File: src/hdl/ccbs_defs.svh
// Purpose: constants for the condition test and bus status block
// Assumes: 50 MHz pclk
// Notes: status codes, condition codes, cycle counts
`ifndef CCBS_DEFS_SVH
`define CCBS_DEFS_SVH
`define CCBS_CC_NEVER 4'h0
`define CCBS_CC_LT 4'h1
`define CCBS_CC_LE 4'h2
`define CCBS_CC_ULE 4'h3
`define CCBS_CC_OV 4'h4
`define CCBS_CC_MI 4'h5
`define CCBS_CC_Z 4'h6
`define CCBS_CC_C 4'h7
`define CCBS_CC_ALWAYS 4'h8
`define CCBS_CC_GE 4'h9
`define CCBS_CC_GT 4'ha
`define CCBS_CC_UGT 4'hb
`define CCBS_CC_NOV 4'hc
`define CCBS_CC_PL 4'hd
`define CCBS_CC_NZ 4'he
`define CCBS_CC_NC 4'hf
`define CCBS_ST_INTERNAL 4'h0
`define CCBS_ST_REFRESH 4'h1
`define CCBS_ST_IO 4'h2
`define CCBS_ST_SPECIAL_IO 4'h3
`define CCBS_ST_SEG_TRAP_ACK 4'h4
`define CCBS_ST_NMI_ACK 4'h5
`define CCBS_ST_PLAIN_ACK 4'h6
`define CCBS_ST_VECT_ACK 4'h7
`define CCBS_ST_DATA 4'h8
`define CCBS_ST_STACK 4'h9
`define CCBS_ST_EXT_DATA 4'ha
`define CCBS_ST_EXT_STACK 4'hb
`define CCBS_ST_PROG_NTH 4'hc
`define CCBS_ST_FETCH_FIRST 4'hd
`define CCBS_ST_EXT_XFER 4'he
`define CCBS_ST_RESERVED 4'hf
// block i/o and machine cycle timing in clocks
`define CCBS_BLK_SINGLE_CLKS 8'd21
`define CCBS_BLK_REP_BASE_CLKS 8'd11
`define CCBS_BLK_REP_STEP_CLKS 8'd10
`define CCBS_CYC_MIN_CLKS 4'd3
`define CCBS_CYC_MAX_CLKS 4'd10
// register offsets (apb byte addresses)
`define CCBS_OFF_CTRL 12'h000
`define CCBS_OFF_FLAGS 12'h004
`define CCBS_OFF_CYCLE 12'h008
`define CCBS_OFF_STATUS 12'h00c
`define CCBS_OFF_BLOCK 12'h010
`define CCBS_OFF_SEG 12'h014
`endif

File: src/hdl/ccbs_pkg.sv
// Purpose: shared types for the condition test and bus status block
// Assumes: used with ccbs_defs.svh
// Notes: nothing is imported
package ccbs_pkg;
  typedef enum logic [2:0] {
    CCBS_IDLE = 3'b000,
    CCBS_T1 = 3'b001,
    CCBS_T2 = 3'b010,
    CCBS_TW = 3'b011,
    CCBS_T3 = 3'b100,
    CCBS_TX = 3'b101,
    CCBS_RELEASED = 3'b110
  } ccbs_state_t;
  typedef enum logic [1:0] {
    CCBS_BLK_OFF = 2'b00,
    CCBS_BLK_STEP = 2'b01,
    CCBS_BLK_DONE = 2'b10
  } ccbs_blk_t;
endpackage

File: src/hdl/ccbs_top.sv
// Purpose: bus status signalling, interrupt request capture, bus release
//   and condition testing, with an apb register file for software
// Assumes: single 50 MHz pclk; pins synchronised before use
// Notes: software starts machine cycles through the cycle register
`timescale 1ns/100ps
`include "ccbs_defs.svh"
// How it works
// - codes 0000 never, 1000 always, plain flag tests
// - codes 1110,1111,1101,1100 test cleared flags
// - 1001/0001 test sign xor overflow
// - 1010/0010 add zero to that test
// - 1011/0011 unsigned carry and zero tests
// - status 0000..0011 internal, refresh, io
// - status 0100..0111 acknowledge cycle kinds
// - status 1000..1011 data and stack accesses
// - status 1101,1100 fetch; 1110 ext transfer; 1111 never
// - address strobe rises with valid address
// - byte high, write low, system low
// - memory request low only for memory
// - grant low once bus released
// - falling edge raises top-priority request
// - low level on irq inputs pends
// - wait low stalls the transfer
// - seven-bit segment number output
// - test-chain sets sign when input low
// - machine cycle three to ten clocks
// - block io 21 clocks, repeat 11+10n
// - privileged ops only in system mode
// - wait sampled in t2, repeats each tw
module ccbs_top (
  // clock and reset
  input wire logic pclk,
  input wire logic presetn,
  // apb slave
  input wire logic psel,
  input wire logic penable,
  input wire logic pwrite,
  input wire logic [11:0] paddr,
  input wire logic [31:0] pwdata,
  output logic [31:0] prdata,
  output logic pready,
  output logic pslverr,
  // bus status pins
  output logic [3:0] cycle_kind,
  output logic [6:0] seg_num,
  output logic [15:0] addr_data_out,
  output logic addr_data_oe_n,
  input wire logic [15:0] addr_data_in,
  output logic addr_strobe_n,
  output logic xfer_strobe_n,
  output logic mem_access_n,
  output logic byte_sel,
  output logic read_sel,
  output logic normal_mode,
  output logic ctl_oe_n,
  // control pins
  input wire logic wait_n,
  input wire logic bus_claim_n,
  output logic bus_grant_n,
  input wire logic nmi_n,
  input wire logic plain_irq_n,
  input wire logic vect_irq_n,
  input wire logic seg_fault_n,
  input wire logic test_chain_in,
  output logic chain_out_n
);
  // ----------------------------------------------------------------
  // pin synchronisers
  // ----------------------------------------------------------------
  logic [6:0] pins_s;
  logic wait_s, claim_s, nmi_s, pirq_s, virq_s, segf_s, chain_s;
  ccbs_sync #(.W(7), .INIT(7'h7f)) u_sync (
    .pclk(pclk),
    .presetn(presetn),
    .din({wait_n, bus_claim_n, nmi_n, plain_irq_n, vect_irq_n, seg_fault_n,
      test_chain_in}),
    .dout(pins_s)
  );
  assign {wait_s, claim_s, nmi_s, pirq_s, virq_s, segf_s, chain_s} = pins_s;

  // ----------------------------------------------------------------
  // registers
  // ----------------------------------------------------------------
  // ctrl: [0] system mode, [1] plain irq enable, [2] vect irq enable,
  //   [3] chain out request, [4] segmented variant
  logic [4:0] ctrl_q, ctrl_d;
  logic [3:0] flags_q, flags_d; // c z s pv in bits 3..0
  logic [3:0] cond_q, cond_d;
  logic [3:0] kind_q, kind_d;
  logic [15:0] addr_q, addr_d;
  logic [6:0] seg_q, seg_d;
  logic byte_q, byte_d, rd_q, rd_d, priv_q, priv_d;
  logic [3:0] xlen_q, xlen_d; // extra internal clocks
  logic nmi_pend_q, nmi_pend_d, nmi_prev_q, nmi_prev_d;
  logic trap_q, trap_d;
  logic [15:0] rdata_q, rdata_d;
  logic [15:0] count_q, count_d;
  logic rep_q, rep_d;
  logic [7:0] blk_left_q, blk_left_d;
  logic [15:0] blk_clks_q, blk_clks_d;
  ccbs_pkg::ccbs_blk_t blk_q, blk_d;
  ccbs_pkg::ccbs_state_t st_q, st_d;
  logic [3:0] clk_cnt_q, clk_cnt_d;
  logic cond_true;
  logic wr_acc, rd_acc, start;

  ccbs_cond_eval u_cond (
    .cond(cond_q),
    .flag_c(flags_q[3]),
    .flag_z(flags_q[2]),
    .flag_s(flags_q[1]),
    .flag_pv(flags_q[0]),
    .cond_true(cond_true)
  );

  // ----------------------------------------------------------------
  // apb
  // ----------------------------------------------------------------
  assign pready = 1'b1;
  assign wr_acc = psel && penable && pwrite;
  assign rd_acc = psel && penable && !pwrite;
  assign pslverr = 1'b0;
  // new cycle only from idle; writes while busy are dropped
  assign start = wr_acc && paddr == `CCBS_OFF_CYCLE && st_q == ccbs_pkg::CCBS_IDLE;

  always_comb begin
    prdata = 32'h0;
    if (rd_acc) begin
      case (paddr)
        `CCBS_OFF_CTRL: prdata = {27'h0, ctrl_q};
        `CCBS_OFF_FLAGS: prdata = {23'h0, cond_true, cond_q, flags_q};
        `CCBS_OFF_CYCLE: prdata = {16'h0, addr_q};
        `CCBS_OFF_STATUS: prdata = {16'h0, rdata_q};
        `CCBS_OFF_BLOCK: prdata = {blk_clks_q, count_q};
        `CCBS_OFF_SEG: prdata = {22'h0, trap_q, nmi_pend_q, !pirq_s, !virq_s,
          !segf_s, !bus_grant_n, st_q, seg_q[0]};
        default: prdata = 32'h0;
      endcase
    end
  end

  // ----------------------------------------------------------------
  // machine cycle sequencer
  // ----------------------------------------------------------------
  logic is_io, is_mem, is_priv_kind;
  always_comb begin
    is_io = kind_q == `CCBS_ST_IO || kind_q == `CCBS_ST_SPECIAL_IO;
    is_mem = kind_q[3] && kind_q != `CCBS_ST_EXT_XFER;
    is_priv_kind = is_io;
  end

  always_comb begin
    st_d = st_q;
    clk_cnt_d = clk_cnt_q;
    kind_d = kind_q;
    addr_d = addr_q;
    byte_d = byte_q;
    rd_d = rd_q;
    priv_d = priv_q;
    xlen_d = xlen_q;
    rdata_d = rdata_q;
    trap_d = trap_q;
    case (st_q)
      ccbs_pkg::CCBS_IDLE: begin
        if (!claim_s) begin
          st_d = ccbs_pkg::CCBS_RELEASED;
        end else if (start) begin
          kind_d = pwdata[19:16] == `CCBS_ST_RESERVED ? `CCBS_ST_INTERNAL
            : pwdata[19:16];
          addr_d = pwdata[15:0];
          byte_d = pwdata[20];
          rd_d = pwdata[21];
          priv_d = pwdata[22];
          xlen_d = pwdata[26:23] > 4'd5 ? 4'd5 : pwdata[26:23];
          if ((pwdata[22] || pwdata[19:17] == 3'b001) && !ctrl_q[0]) begin
            trap_d = 1'b1;
          end else begin
            trap_d = 1'b0;
            st_d = ccbs_pkg::CCBS_T1;
          end
        end
      end
      ccbs_pkg::CCBS_T1: st_d = ccbs_pkg::CCBS_T2;
      ccbs_pkg::CCBS_T2: begin
        clk_cnt_d = 4'd0;
        if (kind_q == `CCBS_ST_INTERNAL || kind_q == `CCBS_ST_REFRESH) begin
          st_d = xlen_q != 4'd0 ? ccbs_pkg::CCBS_TX : ccbs_pkg::CCBS_T3;
        end else if (!wait_s || is_io) begin
          st_d = ccbs_pkg::CCBS_TW;
        end else begin
          st_d = ccbs_pkg::CCBS_T3;
        end
      end
      ccbs_pkg::CCBS_TW: begin
        clk_cnt_d = clk_cnt_q + 4'd1;
        // keep stretching while wait is low, within ten clocks total
        if (wait_s || clk_cnt_q == `CCBS_CYC_MAX_CLKS - 4'd4) begin
          st_d = ccbs_pkg::CCBS_T3;
        end
      end
      ccbs_pkg::CCBS_TX: begin
        clk_cnt_d = clk_cnt_q + 4'd1;
        if (clk_cnt_q + 4'd1 == xlen_q) begin
          st_d = ccbs_pkg::CCBS_T3;
        end
      end
      ccbs_pkg::CCBS_T3: begin
        if (rd_q) begin
          rdata_d = addr_data_in;
        end
        st_d = ccbs_pkg::CCBS_IDLE;
      end
      ccbs_pkg::CCBS_RELEASED: begin
        if (claim_s) begin
          st_d = ccbs_pkg::CCBS_IDLE;
        end
      end
      default: st_d = ccbs_pkg::CCBS_IDLE;
    endcase
  end

  // ----------------------------------------------------------------
  // control, flags, interrupts
  // ----------------------------------------------------------------
  always_comb begin
    ctrl_d = ctrl_q;
    flags_d = flags_q;
    cond_d = cond_q;
    seg_d = seg_q;
    nmi_prev_d = nmi_s;
    nmi_pend_d = nmi_pend_q;
    if (nmi_prev_q && !nmi_s) begin
      nmi_pend_d = 1'b1;
    end else if (st_q == ccbs_pkg::CCBS_T3 && kind_q == `CCBS_ST_NMI_ACK) begin
      nmi_pend_d = 1'b0;
    end
    if (wr_acc) begin
      case (paddr)
        `CCBS_OFF_CTRL: ctrl_d = pwdata[4:0];
        `CCBS_OFF_FLAGS: begin
          flags_d = pwdata[3:0];
          cond_d = pwdata[7:4];
          if (pwdata[8]) begin
            flags_d[1] = !chain_s;
          end
        end
        `CCBS_OFF_SEG: seg_d = pwdata[6:0];
        default: ;
      endcase
    end
  end

  // interrupt code: nmi first, then trap, vectored, plain
  logic [3:0] irq_code;
  logic irq_any;
  always_comb begin
    irq_any = 1'b1;
    if (nmi_pend_q) begin
      irq_code = `CCBS_ST_NMI_ACK;
    end else if (!segf_s && ctrl_q[4]) begin
      irq_code = `CCBS_ST_SEG_TRAP_ACK;
    end else if (!virq_s && ctrl_q[2]) begin
      irq_code = `CCBS_ST_VECT_ACK;
    end else if (!pirq_s && ctrl_q[1]) begin
      irq_code = `CCBS_ST_PLAIN_ACK;
    end else begin
      irq_code = `CCBS_ST_INTERNAL;
      irq_any = 1'b0;
    end
  end

  // ----------------------------------------------------------------
  // block i/o step counter
  // ----------------------------------------------------------------
  always_comb begin
    blk_d = blk_q;
    count_d = count_q;
    rep_d = rep_q;
    blk_left_d = blk_left_q;
    blk_clks_d = blk_clks_q;
    case (blk_q)
      ccbs_pkg::CCBS_BLK_OFF: begin
        if (wr_acc && paddr == `CCBS_OFF_BLOCK && ctrl_q[0]) begin
          count_d = pwdata[15:0];
          rep_d = pwdata[16];
          blk_clks_d = 16'h0;
          blk_left_d = pwdata[16] ? `CCBS_BLK_REP_BASE_CLKS + `CCBS_BLK_REP_STEP_CLKS
            : `CCBS_BLK_SINGLE_CLKS;
          blk_d = ccbs_pkg::CCBS_BLK_STEP;
        end
      end
      ccbs_pkg::CCBS_BLK_STEP: begin
        blk_clks_d = blk_clks_q + 16'd1;
        blk_left_d = blk_left_q - 8'd1;
        if (blk_left_q == 8'd1) begin
          count_d = count_q - 16'd1;
          if (rep_q && count_q != 16'd1) begin
            blk_left_d = `CCBS_BLK_REP_STEP_CLKS;
          end else begin
            blk_d = ccbs_pkg::CCBS_BLK_DONE;
          end
        end
      end
      ccbs_pkg::CCBS_BLK_DONE: blk_d = ccbs_pkg::CCBS_BLK_OFF;
      default: blk_d = ccbs_pkg::CCBS_BLK_OFF;
    endcase
  end

  // ----------------------------------------------------------------
  // state registers
  // ----------------------------------------------------------------
  always_ff @(posedge pclk or negedge presetn) begin
    if (!presetn) begin
      st_q <= ccbs_pkg::CCBS_IDLE;
      clk_cnt_q <= 4'h0;
      kind_q <= 4'h0;
      addr_q <= 16'h0;
      byte_q <= 1'b0;
      rd_q <= 1'b1;
      priv_q <= 1'b0;
      xlen_q <= 4'h0;
      rdata_q <= 16'h0;
      trap_q <= 1'b0;
      ctrl_q <= 5'h01;
      flags_q <= 4'h0;
      cond_q <= 4'h0;
      seg_q <= 7'h0;
      nmi_prev_q <= 1'b1;
      nmi_pend_q <= 1'b0;
      blk_q <= ccbs_pkg::CCBS_BLK_OFF;
      count_q <= 16'h0;
      rep_q <= 1'b0;
      blk_left_q <= 8'h0;
      blk_clks_q <= 16'h0;
    end else begin
      st_q <= st_d;
      clk_cnt_q <= clk_cnt_d;
      kind_q <= kind_d;
      addr_q <= addr_d;
      byte_q <= byte_d;
      rd_q <= rd_d;
      priv_q <= priv_d;
      xlen_q <= xlen_d;
      rdata_q <= rdata_d;
      trap_q <= trap_d;
      ctrl_q <= ctrl_d;
      flags_q <= flags_d;
      cond_q <= cond_d;
      seg_q <= seg_d;
      nmi_prev_q <= nmi_prev_d;
      nmi_pend_q <= nmi_pend_d;
      blk_q <= blk_d;
      count_q <= count_d;
      rep_q <= rep_d;
      blk_left_q <= blk_left_d;
      blk_clks_q <= blk_clks_d;
    end
  end

  // ----------------------------------------------------------------
  // pin outputs
  // ----------------------------------------------------------------
  logic busy, released;
  assign busy = st_q != ccbs_pkg::CCBS_IDLE && st_q != ccbs_pkg::CCBS_RELEASED;
  assign released = st_q == ccbs_pkg::CCBS_RELEASED;
  always_comb begin
    cycle_kind = busy ? kind_q : irq_any ? irq_code : `CCBS_ST_INTERNAL;
    // strobe low in t1 only; its rising edge marks a valid address
    addr_strobe_n = !(st_q == ccbs_pkg::CCBS_T1);
    addr_data_out = addr_q;
    addr_data_oe_n = !(st_q == ccbs_pkg::CCBS_T1 || (busy && !rd_q
      && st_q != ccbs_pkg::CCBS_T1));
    xfer_strobe_n = !(st_q == ccbs_pkg::CCBS_T2 || st_q == ccbs_pkg::CCBS_TW
      || st_q == ccbs_pkg::CCBS_T3) || !(is_mem || is_io);
    mem_access_n = !(busy && is_mem);
    byte_sel = byte_q;
    read_sel = rd_q;
    normal_mode = !ctrl_q[0];
    ctl_oe_n = released;
    bus_grant_n = !released;
    seg_num = ctrl_q[4] ? seg_q : 7'h0;
    chain_out_n = !ctrl_q[3];
  end

  // ----------------------------------------------------------------
  // checks
  // ----------------------------------------------------------------
  a_never_reserved: assert property (@(posedge pclk) disable iff (!presetn)
    cycle_kind != `CCBS_ST_RESERVED) else $error("reserved status driven");
  a_grant_after_release: assert property (@(posedge pclk) disable iff (!presetn)
    !bus_grant_n |-> $past(claim_s) == 1'b0)
    else $error("grant without claim");
  a_nmi_edge_pend: assert property (@(posedge pclk) disable iff (!presetn)
    (nmi_prev_q && !nmi_s) |=> nmi_pend_q) else $error("nmi edge lost");
  a_nmi_priority: assert property (@(posedge pclk) disable iff (!presetn)
    nmi_pend_q && !busy |-> cycle_kind == `CCBS_ST_NMI_ACK)
    else $error("nmi not first");
  a_wait_stretch: assert property (@(posedge pclk) disable iff (!presetn)
    st_q == ccbs_pkg::CCBS_T2 && !wait_s && kind_q[3] |=> st_q == ccbs_pkg::CCBS_TW)
    else $error("wait ignored");
  a_mem_only: assert property (@(posedge pclk) disable iff (!presetn)
    !mem_access_n |-> kind_q[3] && busy) else $error("memory request on io");
  a_priv_trap: assert property (@(posedge pclk) disable iff (!presetn)
    start && claim_s && pwdata[22] && !ctrl_q[0] |=> trap_q && st_q == ccbs_pkg::CCBS_IDLE)
    else $error("privileged op ran");
  a_cycle_len: assert property (@(posedge pclk) disable iff (!presetn)
    st_q == ccbs_pkg::CCBS_T1 |-> ##[2:9] st_q == ccbs_pkg::CCBS_T3)
    else $error("machine cycle length");
  a_single_21: assert property (@(posedge pclk) disable iff (!presetn)
    blk_q == ccbs_pkg::CCBS_BLK_OFF && blk_d == ccbs_pkg::CCBS_BLK_STEP && !pwdata[16]
    |-> ##22 blk_q == ccbs_pkg::CCBS_BLK_DONE) else $error("block step not 21");
  a_strobe_edge: assert property (@(posedge pclk) disable iff (!presetn)
    $rose(addr_strobe_n) |-> !$past(addr_data_oe_n)) else $error("strobe without address");
  c_wait: cover property (@(posedge pclk) st_q == ccbs_pkg::CCBS_TW);
  c_grant: cover property (@(posedge pclk) !bus_grant_n);
  c_trap: cover property (@(posedge pclk) trap_q);
  c_block: cover property (@(posedge pclk) blk_q == ccbs_pkg::CCBS_BLK_DONE);
endmodule

File: src/hdl/ccbs_cond_eval.sv
// Purpose: evaluate a 4-bit condition field against the flags
// Assumes: flags come from logic on pclk
// Notes: purely combinational
`timescale 1ns/100ps
`include "ccbs_defs.svh"
module ccbs_cond_eval (
  // condition and flags
  input wire logic [3:0] cond,
  input wire logic flag_c,
  input wire logic flag_z,
  input wire logic flag_s,
  input wire logic flag_pv,
  // result
  output logic cond_true
);
  logic sxv;
  always_comb begin
    sxv = flag_s ^ flag_pv;
    case (cond)
      `CCBS_CC_NEVER: cond_true = 1'b0;
      `CCBS_CC_ALWAYS: cond_true = 1'b1;
      `CCBS_CC_Z: cond_true = flag_z;
      `CCBS_CC_C: cond_true = flag_c;
      `CCBS_CC_MI: cond_true = flag_s;
      `CCBS_CC_OV: cond_true = flag_pv;
      `CCBS_CC_NZ: cond_true = !flag_z;
      `CCBS_CC_NC: cond_true = !flag_c;
      `CCBS_CC_PL: cond_true = !flag_s;
      `CCBS_CC_NOV: cond_true = !flag_pv;
      `CCBS_CC_GE: cond_true = !sxv;
      `CCBS_CC_LT: cond_true = sxv;
      `CCBS_CC_GT: cond_true = !(flag_z | sxv);
      `CCBS_CC_LE: cond_true = flag_z | sxv;
      `CCBS_CC_UGT: cond_true = !flag_c && !flag_z;
      `CCBS_CC_ULE: cond_true = flag_c | flag_z;
      default: cond_true = 1'b0;
    endcase
  end
endmodule

File: src/hdl/ccbs_sync.sv
// Purpose: two-flop synchroniser per bit
// Assumes: inputs from pins
// Notes: first stage is read only by the second
`timescale 1ns/100ps
module ccbs_sync #(
  parameter int W = 1,
  parameter logic [W-1:0] INIT = '1
) (
  // clock and reset
  input wire logic pclk,
  input wire logic presetn,
  // data
  input wire logic [W-1:0] din,
  output logic [W-1:0] dout
);
  logic [W-1:0] s1_q;
  logic [W-1:0] s2_q;
  genvar i;
  generate
    for (i = 0; i < W; i++) begin : g_bit
      always_ff @(posedge pclk or negedge presetn) begin
        if (!presetn) begin
          s1_q[i] <= INIT[i];
          s2_q[i] <= INIT[i];
        end else begin
          s1_q[i] <= din[i];
          s2_q[i] <= s1_q[i];
        end
      end
    end
  endgenerate
  assign dout = s2_q;
endmodule

File: config.mk
export PLATFORM = sky130hd
export DESIGN_NAME = ccbs_top
export DESIGN_NICKNAME = d
export VERILOG_FILES = /design/src/hdl/ccbs_pkg.sv /design/src/hdl/ccbs_top.sv /design/src/hdl/ccbs_cond_eval.sv /design/src/hdl/ccbs_sync.sv
export VERILOG_INCLUDE_DIRS = /design/src /design/src/hdl
export SDC_FILE = /design/constraint.sdc
export NUM_CORES = 1
export LEC_CHECK = 0
export ABC_AREA = 1
export BUFFER_PORTS_ARGS = -buffer_cell sky130_fd_sc_hd__buf_2
export CAP_MARGIN = 15
export CORE_UTILIZATION = 57
export CTS_CLUSTER_DIAMETER = 40
export DETAILED_ROUTE_END_ITERATION = 10
export GPL_ROUTABILITY_DRIVEN = 0
export PLACE_DENSITY_LB_ADDON = 0.08
export SLEW_MARGIN = 10
export SYNTH_ARGS = -nofsm -noshare
export SYNTH_HDL_FRONTEND = slang
export SYNTH_SLANG_ARGS = --single-unit
File: constraint.sdc
create_clock -name pclk -period 4.4 [get_ports pclk]
set_input_delay 0.66 -clock pclk [delete_from_list [all_inputs] [get_ports pclk]]
set_output_delay 0.66 -clock pclk [all_outputs]
set_load 0.02 [all_outputs]
==> results.md <==
- Layout Cells excl Fill: 1310
- Post-synthesis register bit count: 129
- Critical R2R Capture: count_q[6]
- Post-synth top area share: 0.376
- Largest net degree at the start of global routing: 72
- Synth warn: 0
- Num CTS Buffers: 17
- Clk root buf: clkbuf_16
- CP Capture Type: output pin
- IO Port Bufs: 135
- Hold slack final: 290 ps
- Netlist Area Pre-Place: 7450 µm²
- Grt total ovfl: 0
- Hold-fix buffers, CTS: 0
- Router iterations before antenna repair: 5
- Cell leakage power: 4.57 nW
- Final ANT Viol Nets: 0
- Total number of vias: 7056
- Die Area: 13500 µm²
- Worst R2R Path Depth: 9
- Cts repair resizes: 0
- Vias per cell: 5.39
- Start of the worst register-to-register path: ctrl_q[0]
- CTS Sinks: 129
- Synth area leader: dfrtp_1
- All-Layer GR Usage: 0.313
- Share of cells above drive strength 1: 0.218
- Hold Vio Cnt, Final: 0
- Critical-path top delay cell: nor2_4
- Core area: 12700 µm²
- Die Y: 116 µm
- Unrepaired setup endpoints after global routing: no
- Worst reg2reg setup slack: 2050 ps
- Post-CTS Setup Repair Bufs: 0
- Maximum vdd drop: 292 µV
- DR WL/cell: 15.2 µm
- Period Utilization, post-route: 0.759
- Worst Path Required: 3740 ps
- Crit start category: input port
- Area growth, synth to finish: 18.7%
- Worst rel slew slack: 0.436
- CP peak stage delay: 360 ps
- Clock latency on the worst-skew pair: 420 ps
- Die W: 116 µm
- Num rows: 41
- Most Frequent Cell on Critical Path: nand2_1
- Synth area leaders: dfrtp_1 38%, nand2_1 15%, inv_1 6.6%
- Clk slew on worst S/H paths: 60 ps
- I/O Pins: 143
- Pwr dens: 397 nW/µm²
- Outcome: complete, no violations
- Drc violations: 0
- Final number of setup-violating endpoints: 0
- Starting density of the core: 0.588
- Placed Cells: 1278
- Initial antenna violation count: 0
- # H-tree levels: 4
- Slew @ Worst Pin: 845 ps
- CTS tree: yes
- Initial drt markers: 620
- Max-cap check violation count: 0
- Critical path peak fanout: 13
- Cells after Synth: 1000
- CP Cell Sequence: buf_2, nor2_1, nand2_1, nor2_4, nand2_1, nand3_1, nand2_1, a31oi_1, buf_2
- Multi-input logic area: 3490 µm²
- # nets final: 1204
- TNS Setup: 0 ps
- Final Skew: 6.29 ps
- Fmax: 300 MHz
- Hold Path Class: in2async
- Diodes inserted: 0
- First-pass GRT wire length: 31600 µm
- Reg area: 3250 µm²
- Post-synthesis sequential area ratio: 0.436
- Longest Clk Path Bufs: 2
- Crit Path Category: in2out
- Post-Syn Area per Cell: 7.45 µm²
- Vias in the first global route: 6346
- WL final: 19900 µm
- Post-route minimum period: 3340 ps
- Slew Limit Fails: 0
- Post-synth net total: 1079
- Netlist cell types: 43
- DP Wirelength: 14300 µm
- Filler cells: 1118
- WP data arrival: 2680 ps
==> routing by layer <==
layer / vias up / global-route usage / share of wire
li1: 3463 / - / -
met1: 3298 / 0.425 / 0.44
met2: 258 / 0.493 / 0.47
met3: 37 / 0.0794 / 0.076
met4: 0 / 0.0991 / 0.022
met5: - / 0 / 0
==> worst max-delay path by stage <==
| stage | startpoint | endpoint | cells past startpoint |
|---|---|---|---|
| after floorplan | paddr[7] | prdata[13] | 8 |
| after global placement | paddr[7] | prdata[9] | 9 |
| after detailed placement | paddr[7] | prdata[9] | 9 |
| after CTS | paddr[7] | prdata[9] | 9 |
| after global routing | paddr[7] | prdata[9] | 9 |
| final | paddr[7] | prdata[9] | 9 |
==> logic make-up (layout without fill, tap and decap cells) <==
group,Yosys count,count (layout),synth area share
fa+ha+maj,7,7,0.0118
xor+xnor,13,13,0.0153
simple gates,522,522,0.303
buf+inv,169,307,0.0956
other cells,2,2,0.00101
mux,16,16,0.0242
flops,129,129,0.436
compound gates,142,142,0.112
==> power by group <==
| group | total, mW | switching (mW) | internal (mW) | leakage [nW] |
|---|---|---|---|---|
| combinational | 0.547 | 0.332 | 0.214 | 2.68 |
| clock | 1.58 | 0.542 | 1.03 | 0.312 |
| sequential | 1.39 | 0.0895 | 1.30 | 1.58 |
==> cells in the mapped netlist (all sizes together) <==
cell,instances
a211oi,1
a21boi,2
a21oi,26
a22oi,1
a31oi,11
buf,23
clkbuf,9
clkinv,1
conb,2
dfrtp,112
dfstp,17
ha,7
inv,136
mux2,16
nand2,303
nand3,80
nand3b,1
nand4,19
nor2,83
nor3,34
o211ai,6
o21a,1
o21ai,87
o22ai,6
o31ai,1
or2,2
xnor2,1
xor2,12
==> stage by stage <==
stage / area, µm² / worst slack [ps] / util / total power, mW
2_1_floorplan: 7450 / 1830 / - / 1.75
3_3_place_gp: 8180 / 1120 / 0.646 / 1.94
3_5_place_dp: 8180 / 1100 / 0.646 / 1.94
4_1_cts: 8840 / 1100 / 0.698 / 3.53
5_1_grt: 8840 / 943 / 0.698 / 3.64
6_report: 8840 / 1060 / 0.698 / 3.51
==> cells in the final DEF (no fill, tap or decap), types with 3 or more instances in the layout <==
| cell | n |
|---|---|
| clkinvlp_4 | 4 |
| nand2_2 | 5 |
| a21oi_1 | 25 |
| nor3_1 | 31 |
| nand4_1 | 18 |
| clkbuf_16 | 17 |
| nand3_1 | 78 |
| buf_2 | 134 |
| inv_2 | 5 |
| dfrtp_1 | 112 |
| buf_4 | 3 |
| o211ai_1 | 6 |
| o21ai_2 | 15 |
| bufinv_16 | 5 |
| nand2_1 | 296 |
| nor3_2 | 3 |
| dfstp_2 | 17 |
| ha_1 | 7 |
| nor2_4 | 5 |
| a31oi_1 | 11 |
| o21ai_1 | 14 |
| o21ai_0 | 58 |
| nor2_1 | 75 |
| inv_1 | 131 |
| o22ai_1 | 5 |
| nor2_2 | 3 |
| mux2_2 | 16 |
| xor2_1 | 12 |
==> critical path, delay by kind of cell <==
family | cells | cell delay [ps]
compound gates | 1 | 340
buf+inv | 2 | 300
simple gates | 6 | 1350
==> area by class of cell <==
| class | count | area share |
|---|---|---|
| flip-flops and latches | 129 | 0.368 |
| repair buffers | 138 | 0.0807 |
| inverters | 137 | 0.0582 |
| clock buffers | 19 | 0.0512 |
| multi-input cells | 702 | 0.394 |
| well taps | 172 | 0.0243 |
| clock inverters | 13 | 0.0235 |
==> state kept, by name (all words and copies together) (netlist names), 2 cells and up <==
signal / flops
u_sync.dout: 7
seg_q: 7
count_q: 16
ctrl_q: 5
cond_q: 4
xlen_q: 4
kind_q: 4
u_sync.s1_q: 7
blk_q: 2
blk_clks_q: 16
addr_data_out: 16
flags_q: 4
st_q: 3
rdata_q: 16
clk_cnt_q: 4
blk_left_q: 8
Power figures use the tool's default switching activity.
